$ cat src/rtl/crc_unit_params.svh
// register offsets, field positions, reset values, polynomials, presets and sector size of the crc unit
`ifndef CRC_UNIT_PARAMS_SVH
`define CRC_UNIT_PARAMS_SVH

`define CRC_CONTROL_ADDR    8'h92
`define CRC_RESULT_ADDR     8'h91
`define CRC_INPUT_ADDR      8'h93
`define CRC_AUTO_ADDR       8'h96
`define CRC_COUNT_ADDR      8'h97
`define CRC_SEL_BIT         4
`define CRC_INIT_BIT        3
`define CRC_VAL_BIT         2
`define CRC_AUTO_FLASH_ENABLE_BIT      7
`define CRC_DONE_BIT        6
`define CRC_CONTROL_RESET   8'h00
`define CRC_AUTO_RESET      8'h40
`define CRC_POLY16          16'h1021
`define CRC_POLY32_REFL     32'hedb88320
`define CRC_PRESET_ZERO     32'h00000000
`define CRC_PRESET_ONES     32'hffffffff
`define CRC_SECTOR_BYTES    1024
`define CRC_SECTOR_SHIFT    10

`endif

$ cat src/rtl/crc_unit_pkg.sv
// types shared by the crc unit
package crc_unit_pkg;
    typedef struct packed {
        logic       wrEn;
        logic       rdEn;
        logic [7:0] addr;
        logic [7:0] wrData;
    } sfr_req_t;

    typedef struct packed {
        logic        rdEn;
        logic [15:0] addr;
    } flash_req_t;

    typedef enum logic [2:0] {
        ST_IDLE  = 3'b001,
        ST_FETCH = 3'b010,
        ST_FOLD  = 3'b100
    } scan_state_t;
endpackage

$ cat src/rtl/crc_unit.sv
// byte-serial crc engine with automatic flash sector scan
//
// Function
// - sel 0 uses 0x04C11DB7 with 32-bit result, sel 1 uses 0x1021 16-bit.
// - writing init strobe loads result with zeros or ones per init-value select.
// - every byte written to input register is folded into result immediately.
// - 2-bit pointer picks result byte and advances after every port access.
// - 32-bit mode pointer 0..3 maps to bits 7-0,15-8,23-16,31-24.
// - 16-bit mode pointer 01 maps bits 15-8; others map bits 7-0.
// - result holds until init, port overwrite, new input byte or scanned flash byte.
// - auto mode folds consecutive 1024-byte sectors from start sector for count.
// - with auto enable set and count non-zero, any control write starts flash scan.
// - cpu execution stalls until whole multi-sector scan has finished.
// - third fetched instruction byte after trigger is not guaranteed.
// - control bits 7 to 5 read zero and ignore writes.
// - 16-bit mode xors byte into top bits, shifts left eight times.
// - 32-bit mode xors byte low, shifts right eight times reflected.
// - first scanned address is start sector times 1024.
// - completion flag reads 0 while scanning, 1 otherwise, resets to 1.
`timescale 1ns/1ps
`include "crc_unit_params.svh"

module crc_unit #(
    parameter int FLASH_AW = 16
) (
    input  wire logic                     ref_clk,
    input  wire logic                     nrst,
    input  wire crc_unit_pkg::sfr_req_t   sfrReq,
    output logic [7:0]                    sfrRdData,
    output crc_unit_pkg::flash_req_t      flashReq,
    input  wire logic [7:0]               flashData,
    output logic                          cpuStall
);
    import crc_unit_pkg::*;

    // only a 16-bit flash address fits the request struct
    if (FLASH_AW != 16) begin : g_badWidth
        $error("crc_unit: flash address width must be 16");
    end

    // ----------------------------------------------------------------
    // per-byte fold
    // ----------------------------------------------------------------
    function automatic logic [31:0] foldByte(input logic [31:0] acc,
                                             input logic [7:0]  din,
                                             input logic        sel16);
        logic [31:0] a;
        logic [15:0] h;
        a = acc;
        h = acc[15:0];
        if (sel16) begin
            h = h ^ {din, 8'h00};
            for (int i = 0; i < 8; i++) begin
                if (h[15]) begin
                    h = (h << 1) ^ `CRC_POLY16;
                end else begin
                    h = h << 1;
                end
            end
            a = {acc[31:16], h};
        end else begin
            a = a ^ {24'h000000, din};
            for (int i = 0; i < 8; i++) begin
                if (a[0]) begin
                    a = (a >> 1) ^ `CRC_POLY32_REFL;
                end else begin
                    a = a >> 1;
                end
            end
        end
        return a;
    endfunction

    // ----------------------------------------------------------------
    // registers and scan
    // ----------------------------------------------------------------
    logic [31:0]  result_r,   result_nxt;
    logic         sel_r,      sel_nxt;
    logic         val_r,      val_nxt;
    logic [1:0]   ptr_r,      ptr_nxt;
    logic         auto_flash_enable_r,   auto_flash_enable_nxt;
    logic [5:0]   start_r,    start_nxt;
    logic [5:0]   count_r,    count_nxt;
    scan_state_t  state_r,    state_nxt;
    logic [15:0]  addr_r,     addr_nxt;
    logic [16:0]  remain_r,   remain_nxt;
    logic [7:0]   rd_r,       rd_nxt;
    flash_req_t   flash_r,    flash_nxt;
    logic         stall_r,    stall_nxt;
    logic [2:0]   bytePick;
    logic         done;

    assign done = (state_r == ST_IDLE);

    always_comb begin
        bytePick = {1'b0, ptr_r};
        // 16-bit lanes fold to low byte
        if (sel_r && ptr_r != 2'b01) begin
            bytePick = 3'b000;
        end
    end

    always_comb begin
        result_nxt = result_r;
        sel_nxt    = sel_r;
        val_nxt    = val_r;
        ptr_nxt    = ptr_r;
        auto_flash_enable_nxt = auto_flash_enable_r;
        start_nxt  = start_r;
        count_nxt  = count_r;
        state_nxt  = state_r;
        addr_nxt   = addr_r;
        remain_nxt = remain_r;
        rd_nxt     = 8'h00;
        flash_nxt  = '{rdEn: 1'b0, addr: addr_r};
        if (sfrReq.rdEn) begin
            case (sfrReq.addr)
                `CRC_CONTROL_ADDR: rd_nxt = {3'b000, sel_r, 1'b0, val_r, ptr_r};
                `CRC_RESULT_ADDR: begin
                    rd_nxt  = result_r[8*bytePick +: 8];
                    ptr_nxt = ptr_r + 2'b01;
                end
                `CRC_AUTO_ADDR:  rd_nxt = {auto_flash_enable_r, done, start_r};
                `CRC_COUNT_ADDR: rd_nxt = {2'b00, count_r};
                default:         rd_nxt = 8'h00;
            endcase
        end
        if (sfrReq.wrEn && done) begin
            case (sfrReq.addr)
                `CRC_CONTROL_ADDR: begin
                    sel_nxt = sfrReq.wrData[`CRC_SEL_BIT];
                    val_nxt = sfrReq.wrData[`CRC_VAL_BIT];
                    ptr_nxt = sfrReq.wrData[1:0];
                    if (sfrReq.wrData[`CRC_INIT_BIT]) begin
                        result_nxt = sfrReq.wrData[`CRC_VAL_BIT] ? `CRC_PRESET_ONES
                                                                 : `CRC_PRESET_ZERO;
                    end
                    if (auto_flash_enable_r && count_r != 6'h00) begin
                        state_nxt  = ST_FETCH;
                        addr_nxt   = {start_r, 10'h000};
                        remain_nxt = 17'({count_r, 10'h000});
                    end
                end
                `CRC_RESULT_ADDR: begin
                    result_nxt[8*bytePick +: 8] = sfrReq.wrData;
                    ptr_nxt = ptr_r + 2'b01;
                end
                `CRC_INPUT_ADDR: result_nxt = foldByte(result_r, sfrReq.wrData, sel_r);
                `CRC_AUTO_ADDR: begin
                    auto_flash_enable_nxt = sfrReq.wrData[`CRC_AUTO_FLASH_ENABLE_BIT];
                    start_nxt  = sfrReq.wrData[5:0];
                end
                `CRC_COUNT_ADDR: count_nxt = sfrReq.wrData[5:0];
                default: ;
            endcase
        end
        case (state_r)
            ST_IDLE: ;
            ST_FETCH: begin
                flash_nxt = '{rdEn: 1'b1, addr: addr_r};
                state_nxt = ST_FOLD;
            end
            ST_FOLD: begin
                // same fold path as software bytes
                result_nxt = foldByte(result_r, flashData, sel_r);
                addr_nxt   = addr_r + 16'h0001;
                remain_nxt = remain_r - 17'h00001;
                state_nxt  = (remain_r == 17'h00001) ? ST_IDLE : ST_FETCH;
            end
            default: state_nxt = ST_IDLE;
        endcase
        stall_nxt = (state_nxt != ST_IDLE);
    end

    always_ff @(posedge ref_clk or negedge nrst) begin
        if (!nrst) begin
            result_r  <= `CRC_PRESET_ZERO;
            sel_r     <= 1'b0;
            val_r     <= 1'b0;
            ptr_r     <= 2'b00;
            auto_flash_enable_r  <= 1'b0;
            start_r   <= 6'h00;
            count_r   <= 6'h00;
            state_r   <= ST_IDLE;
            addr_r    <= 16'h0000;
            remain_r  <= 17'h00000;
            rd_r      <= 8'h00;
            flash_r   <= '0;
            stall_r   <= 1'b0;
        end else begin
            result_r  <= result_nxt;
            sel_r     <= sel_nxt;
            val_r     <= val_nxt;
            ptr_r     <= ptr_nxt;
            auto_flash_enable_r  <= auto_flash_enable_nxt;
            start_r   <= start_nxt;
            count_r   <= count_nxt;
            state_r   <= state_nxt;
            addr_r    <= addr_nxt;
            remain_r  <= remain_nxt;
            rd_r      <= rd_nxt;
            flash_r   <= flash_nxt;
            stall_r   <= stall_nxt;
        end
    end

    // stall asserts the cycle after trigger; fetch in flight is not guarded
    assign sfrRdData = rd_r;
    assign flashReq  = flash_r;
    assign cpuStall  = stall_r;
endmodule

$ cat config.mk
export PLATFORM = sky130hd
export DESIGN_NAME = crc_unit
export DESIGN_NICKNAME = d
export VERILOG_FILES = /design/src/rtl/crc_unit_pkg.sv /design/src/rtl/crc_unit.sv
export VERILOG_INCLUDE_DIRS = /design/src /design/src/rtl
export SDC_FILE = /design/constraint.sdc
export NUM_CORES = 1
export LEC_CHECK = 0
export ABC_AREA = 0
export BUFFER_PORTS_ARGS = -buffer_cell sky130_fd_sc_hd__buf_2
export CAP_MARGIN = 20
export CORE_MARGIN = 1.5
export CORE_UTILIZATION = 33
export DETAILED_ROUTE_END_ITERATION = 10
export SYNTH_ARGS = -nofsm -noshare
export SYNTH_HDL_FRONTEND = slang
export SYNTH_SLANG_ARGS = --single-unit
$ cat constraint.sdc
create_clock -name ref_clk -period 4.5 [get_ports ref_clk]
set_input_delay 0.45 -clock ref_clk [delete_from_list [all_inputs] [get_ports ref_clk]]
set_output_delay 0.45 -clock ref_clk [all_outputs]
set_load 0.1 [all_outputs]
==> impl_metrics.py, run 1 <==
metrics = {
    "finish": {
        "nets": 948,
        "area_growth_pct": 9.10,
        "post_route_cells_drive_above_1_share": 0.156,
        "fillerInstances": 2527,
    },
    "floorplan": {
        "io_pins": 54,
        "start_util": 0.336,
        "coreArea_sq_um": 25200,
        "rows": 58,
        "die_h_microns": 163,
        "die_w_microns": 163,
        "die_area_sq_um": 26600,
    },
    "routing": {
        "dr.first_iter.drc_count": 788,
        "routed_wl_microns": 27000,
        "vias": 7113,
        "ant_nets": 0,
        "wl_per_cell_microns": 21.6,
        "drc": 0,
        "via_per_inst": 5.69,
        "drtPass1Iterations": 5,
    },
    "synth": {
        "yosysMostFrequentCell": "xnor2_1",
        "ys_seq_area_frac": 0.328,
        "syn_inst": 902,
        "synth_area_sq_um": 8470,
        "yosys_warnings": 0,
        "synth_seq_cells": 111,
        "avgSynthCellArea_sq_um": 9.39,
        "synth_edf_count": 0,
        "syn_nets": 936,
        "synthTopCellsByArea": "dfrtp_1, xnor2_1, xor2_1",
        "yosysUniqueCellTypes": 75,
        "synth_top_area_frac": 0.325,
        "synth_ff_type": "dfrtp_1",
        "synth_top_area_cell": "dfrtp_1",
        "async_reset_ff_frac": 1.00,
        "yosys-top-cells-count": "xnor2_1, dfrtp_1, nand2_1",
    },
    "place": {
        "gp_congestion": 0.988,
        "dp_hpwl_microns": 19700,
        "numPortBuffers": 53,
        "pre_cts_ws_ns": 1.00,
    },
    "clock_network": {
        "root_buffer": "clkbuf_16",
        "hold_buffers": 0,
        "cts_tree": "built",
        "htreeDepth": 3,
        "clock_path_buffers": 2,
        "cts_resized": 0,
        "path_clk_slew_ns": 0.09,
        "clkSinkCount": 111,
        "post_cts_buffers": 0,
        "clk_latency_ns": 0.37,
        "cts_buffers": 9,
    },
    "global_routing": {
        "antenna_found_initial": 0,
        "grt_overflow": 0,
        "grt_pass1_wl_microns": 41300,
        "grt_pass1_vias": 6746,
        "grt_max_degree": 73,
        "grt_usage": 0.205,
    },
    "setup_path": {
        "path_buf_inv": 1,
        "worstPathCellList": "inv_1 -> ha_1 -> nand2b_1 -> nand2_1 -> ha_1 -> nand2b_1 -> a21oi_1 -> nand3_1 -> a31oi_1 -> a211oi_1 -> o22ai_1",
        "crit_required_ns": 4.79,
        "ff2ff_path_depth": 11,
        "cp_slowest_cell": "a21oi_1",
        "worstSetupEndpointType": "register",
        "crit_arrival_ns": 3.93,
        "r2r-end": "result_r[20]$_DFFE_PN0P_",
        "r2r_start": "ptr_r[1]$_DFF_PN0_",
        "reg2reg_slack_ns": 0.86,
        "critical_path_class": "reg -> reg",
        "startpoint_type": "register",
        "critPathMaxStageDelay_ns": 0.61,
        "path_delay_family": "simple AND/OR/NAND/NOR gates",
        "worst-path-max-fanout": 16,
    },
    "sta": {
        "worst_slack_ns": 0.865,
        "setup_violations": 0,
        "skew_ns": 0.0147,
        "maxSlewHeadroom": 0.371,
        "fin_crit_sh": 0.808,
        "setup_tns_ns": 0,
        "tightest_slew_ns": 0.943,
        "timing.fmax_mhz": 275,
        "maxSlewViolCount": 0,
        "finalHoldViolCount": 0,
        "period_minus_slack_ns": 3.64,
        "rsz0062_at_grt": "no",
    },
    "power": {
        "p_per_area_nw_per_um2": 716,
        "p_seq_frac": 0.222,
        "pwr-share-comb": 0.648,
        "switchingPower_uw": 3060,
        "pwr-share-clk": 0.130,
        "worst_ir_drop_vdd_mv": 0.594,
        "switching_share": 0.462,
        "p_leak_uw": 0.00364,
        "internal-power_uw": 3560,
    },
    "hold_path": {
        "min_path_type": "in -> async",
    },
    "job": {
        "maxCapViolCount": 0,
    },
    "run_status": {
        "status": "finished, final reports clean",
    },
}
## state kept, by name, summed over array words and instances (netlist names), 2 cells and up
name / count
result_r: 32
flashReq: 17
remain_r: 17
addr_r: 16
sfrRdData: 8
count_r: 6
start_r: 6
state_r: 3
ptr_r: 2
## kinds of logic (layout without fill, tap and decap cells)
group / Yosys count / in the layout / share of synthesized area
AND/OR/NAND/NOR: 254 / 254 / 0.150
AO/OA/AOI/OAI: 219 / 219 / 0.164
XOR/XNOR: 196 / 196 / 0.243
flip-flops: 111 / 111 / 0.328
buffers and inverters: 74 / 91 / 0.0428
multiplexers: 42 / 42 / 0.0644
adder cells (fa/ha/maj): 6 / 6 / 0.00886
other: 0 / 1 / 0
## power by group through the flow
| stage | combinational (uW) | sequential (uW) | clock [uW] |
|---|---|---|---|
| 3_5_place_dp | 4230 | 1460 | 0 |
| 3_3_place_gp | 4200 | 1470 | 0 |
| 4_1_cts | 4250 | 1450 | 878 |
| 2_1_floorplan | 3640 | 1140 | 0 |
| 5_1_grt | 4570 | 1470 | 926 |
| 6_report | 4290 | 1470 | 860 |
## metrics by stage
| step | instance area [sq um] | util | total power [uW] | hold WS [ns] | cells |
|---|---|---|---|---|---|
| 2_1_floorplan | 8470 | - | 4780 | 0.154 | 902 |
| 3_3_place_gp | 8920 | 0.354 | 5670 | 0.397 | 1233 |
| 3_5_place_dp | 8920 | 0.354 | 5690 | 0.402 | 1233 |
| 4_1_cts | 9240 | 0.367 | 6570 | 0.163 | 1249 |
| 5_1_grt | 9240 | 0.367 | 6960 | 0.183 | 1249 |
| 6_report | 9240 | 0.367 | 6610 | 0.138 | 1250 |
## layer usage
layer  track usage  routed length (microns)  vias to the layer above
li1              -                        -                     3226
met1         0.281                    11500                     3439
met2         0.319                    12200                      362
met3        0.0399                     2260                       86
met4        0.0771                     1070                        0
met5             0                        0                        -
## final cells by class
cell class,count,area [sq um],share of cell area
Multi-Input combinational cell,717,5330,0.577
Clock inverter,7,93.8,0.0102
Inverter,9,33.8,0.00366
Sequential cell,111,2780,0.301
Antenna cell,1,2.50,0.000271
Timing Repair Buffer,66,365,0.0395
Tap cell,330,413,0.0447
Clock buffer,9,225,0.0244
## cell usage in the layout (no fill, tap or decap), types with 18 or more instances in the layout
cell type,instances
xnor2_1,122
dfrtp_1,110
nand2_1,82
o21ai_0,69
nor2_1,56
buf_2,52
a21oi_1,47
xor2_1,44
nand3_1,29
a22oi_1,18
## worst max-delay path by stage
stage,start,end,slack [ns],depth (start not counted)
CTS,ptr_r[1]$_DFF_PN0_,result_r[20]$_DFFE_PN0P_,0.98,11
global placement,ptr_r[1]$_DFF_PN0_,result_r[20]$_DFFE_PN0P_,1.14,11
detailed placement,ptr_r[1]$_DFF_PN0_,result_r[20]$_DFFE_PN0P_,1.00,11
global route,ptr_r[1]$_DFF_PN0_,result_r[18]$_DFFE_PN0P_,0.54,11
finish,ptr_r[1]$_DFF_PN0_,result_r[20]$_DFFE_PN0P_,0.86,11
floorplan,ptr_r[1]$_DFF_PN0_,result_r[20]$_DFFE_PN0P_,1.46,13
Note: power is estimated with default switching activity, not from simulation.
==> inputs of run 2 (changes only) <==
==> constraint.sdc (replaced) <==
create_clock -name ref_clk -period 3.6 [get_ports ref_clk]
set_input_delay 0.36 -clock ref_clk [delete_from_list [all_inputs] [get_ports ref_clk]]
set_output_delay 0.36 -clock ref_clk [all_outputs]
set_load 0.1 [all_outputs]
==> impl_metrics.py, run 2 (synthesis gave the netlist of run 1 again) <==
metrics = {
    "power": {
        "pwr-share-clk": 0.133,
        "p_seq_frac": 0.215,
        "switching_share": 0.456,
        "total_power_uw": 8340,
        "switchingPower_uw": 3800,
        "p_leak_uw": 0.00368,
        "internal-power_uw": 4540,
        "pwr-share-comb": 0.653,
        "worst_ir_drop_vdd_mv": 0.666,
        "p_per_area_nw_per_um2": 896,
    },
    "setup_path": {
        "critical_path_class": "reg -> reg",
        "cp_slowest_cell": "a21oi_1",
        "crit_arrival_ns": 3.35,
        "critPathMaxStageDelay_ns": 0.55,
        "worstPathCellList": "inv_1 -> ha_1 -> nand2b_1 -> nand2_1 -> ha_1 -> nand2b_1 -> a21oi_1 -> nand3_1 -> a31oi_1 -> a211oi_1 -> o22ai_1",
        "crit_required_ns": 3.89,
        "worst-path-max-fanout": 16,
        "worstSetupEndpointType": "register",
        "ff2ff_path_depth": 11,
        "startpoint_type": "register",
    },
    "place": {
        "dp_hpwl_microns": 19900,
        "numPortBuffers": 53,
        "gp_congestion": 0.953,
        "place_inst": 1241,
    },
    "routing": {
        "routed_wl_microns": 27100,
        "vias": 7098,
        "drc": 0,
        "drtPass1Iterations": 6,
        "wl_per_cell_microns": 21.5,
        "ant_nets": 0,
        "dr.first_iter.drc_count": 706,
        "via_per_inst": 5.65,
    },
    "finish": {
        "final_cell_mix": "xnor2_1, dfrtp_1, nand2_1",
        "final_cells": 1257,
        "regArea_sq_um": 2780,
        "num_antenna_cells": 0,
        "post_route_cells_drive_above_1_share": 0.163,
        "nets": 956,
        "multiInputGateArea_sq_um": 5330,
        "area_growth_pct": 9.79,
        "fillerInstances": 2524,
        "largest_reg_flops": 32,
        "top_register": "result_r",
        "final_common_cell": "xnor2_1",
    },
    "global_routing": {
        "grt_usage": 0.210,
        "grt_overflow": 0,
        "antenna_found_initial": 0,
        "grt_pass1_vias": 6936,
        "grt_max_degree": 62,
        "grt_pass1_wl_microns": 42000,
    },
    "floorplan": {
        "coreArea_sq_um": 25200,
        "start_util": 0.336,
        "die_h_microns": 163,
        "rows": 58,
        "die_area_sq_um": 26600,
        "die_w_microns": 163,
        "io_pins": 54,
    },
    "clock_network": {
        "hold_buffers": 0,
        "cts_resized": 0,
        "clkSinkCount": 111,
        "root_buffer": "clkbuf_16",
        "clk_latency_ns": 0.37,
        "clock_path_buffers": 2,
        "htreeDepth": 3,
        "path_clk_slew_ns": 0.09,
        "cts_tree": "built",
        "post_cts_buffers": 0,
        "cts_buffers": 9,
    },
    "sta": {
        "skew_ns": 0.00958,
        "fin_crit_sh": 0.850,
        "maxSlewHeadroom": 0.359,
        "setup_violations": 0,
        "period_minus_slack_ns": 3.06,
        "holdWs_ns": 0.0473,
        "tightest_slew_ns": 0.960,
        "maxSlewViolCount": 0,
        "timing.fmax_mhz": 327,
        "setup_tns_ns": 0,
        "rsz0062_at_grt": "no",
        "finalHoldViolCount": 0,
    },
    "hold_path": {
        "min_path_type": "in -> async",
    },
    "job": {
        "maxCapViolCount": 0,
    },
    "run_status": {
        "status": "finished, final reports clean",
    },
}
-- run 2: area by class of cell --
type / instances / share of cell area
multi-input cells: 717 / 0.573
flip-flops and latches: 111 / 0.299
well taps: 330 / 0.0444
inverters: 9 / 0.00363
clock buffers: 9 / 0.0242
clock inverters: 7 / 0.0102
repair buffers: 74 / 0.0457
-- run 2: power by group through the flow --
| stage | Clock (uW) | Sequential [uW] | Combinational, uW |
|---|---|---|---|
| after floorplan | 0 | 1430 | 4550 |
| after global placement | 0 | 1790 | 5370 |
| after detailed placement | 0 | 1780 | 5380 |
| after CTS | 1130 | 1760 | 5400 |
| after global routing | 1180 | 1790 | 5800 |
| final | 1110 | 1790 | 5440 |
-- run 2: per-layer routing --
metal  track usage  routed length, microns  vias up
met3        0.0386                    2270       83
met5             0                       0        -
met1         0.281                   11400     3420
met2         0.328                   12200      353
li1              -                       -     3242
met4        0.0938                    1160        0
-- run 2: final timing paths --
kind,from,end,slack [ns]
max,ptr_r[1]$_DFF_PN0_,result_r[20]$_DFFE_PN0P_,0.54
min,nrst,flashReq[6]$_DFF_PN0_,0.05
max reg2reg,ptr_r[1]$_DFF_PN0_,result_r[20]$_DFFE_PN0P_,0.54
min reg2reg,addr_r[15]$_DFFE_PN0P_,flashReq[15]$_DFF_PN0_,0.42
max in group asynchronous,nrst,result_r[18]$_DFFE_PN0P_,2.72
min in group ref_clk,sfrReq[16],sfrRdData[2]$_DFF_PN0_,0.32
-- run 2: through the flow --
| step | cell area (sq um) | util | worst slack, ns |
|---|---|---|---|
| after global placement | 8980 | 0.357 | 0.726 |
| after floorplan | 8470 | - | 0.559 |
| after global routing | 9300 | 0.369 | 0.331 |
| after detailed placement | 8980 | 0.357 | 0.609 |
| after CTS | 9300 | 0.369 | 0.593 |
| final | 9300 | 0.369 | 0.541 |
-- run 2: critical path, delay by kind of cell, from the launching register on --
kind / cells / cell delay (ns)
AOI/OAI and AO/OA: 4 / 1.00
adders and majority gates: 2 / 0.66
buffers and inverters: 1 / 0.12
DFF: 1 / 0.53
and+or+nand+nor: 4 / 0.68
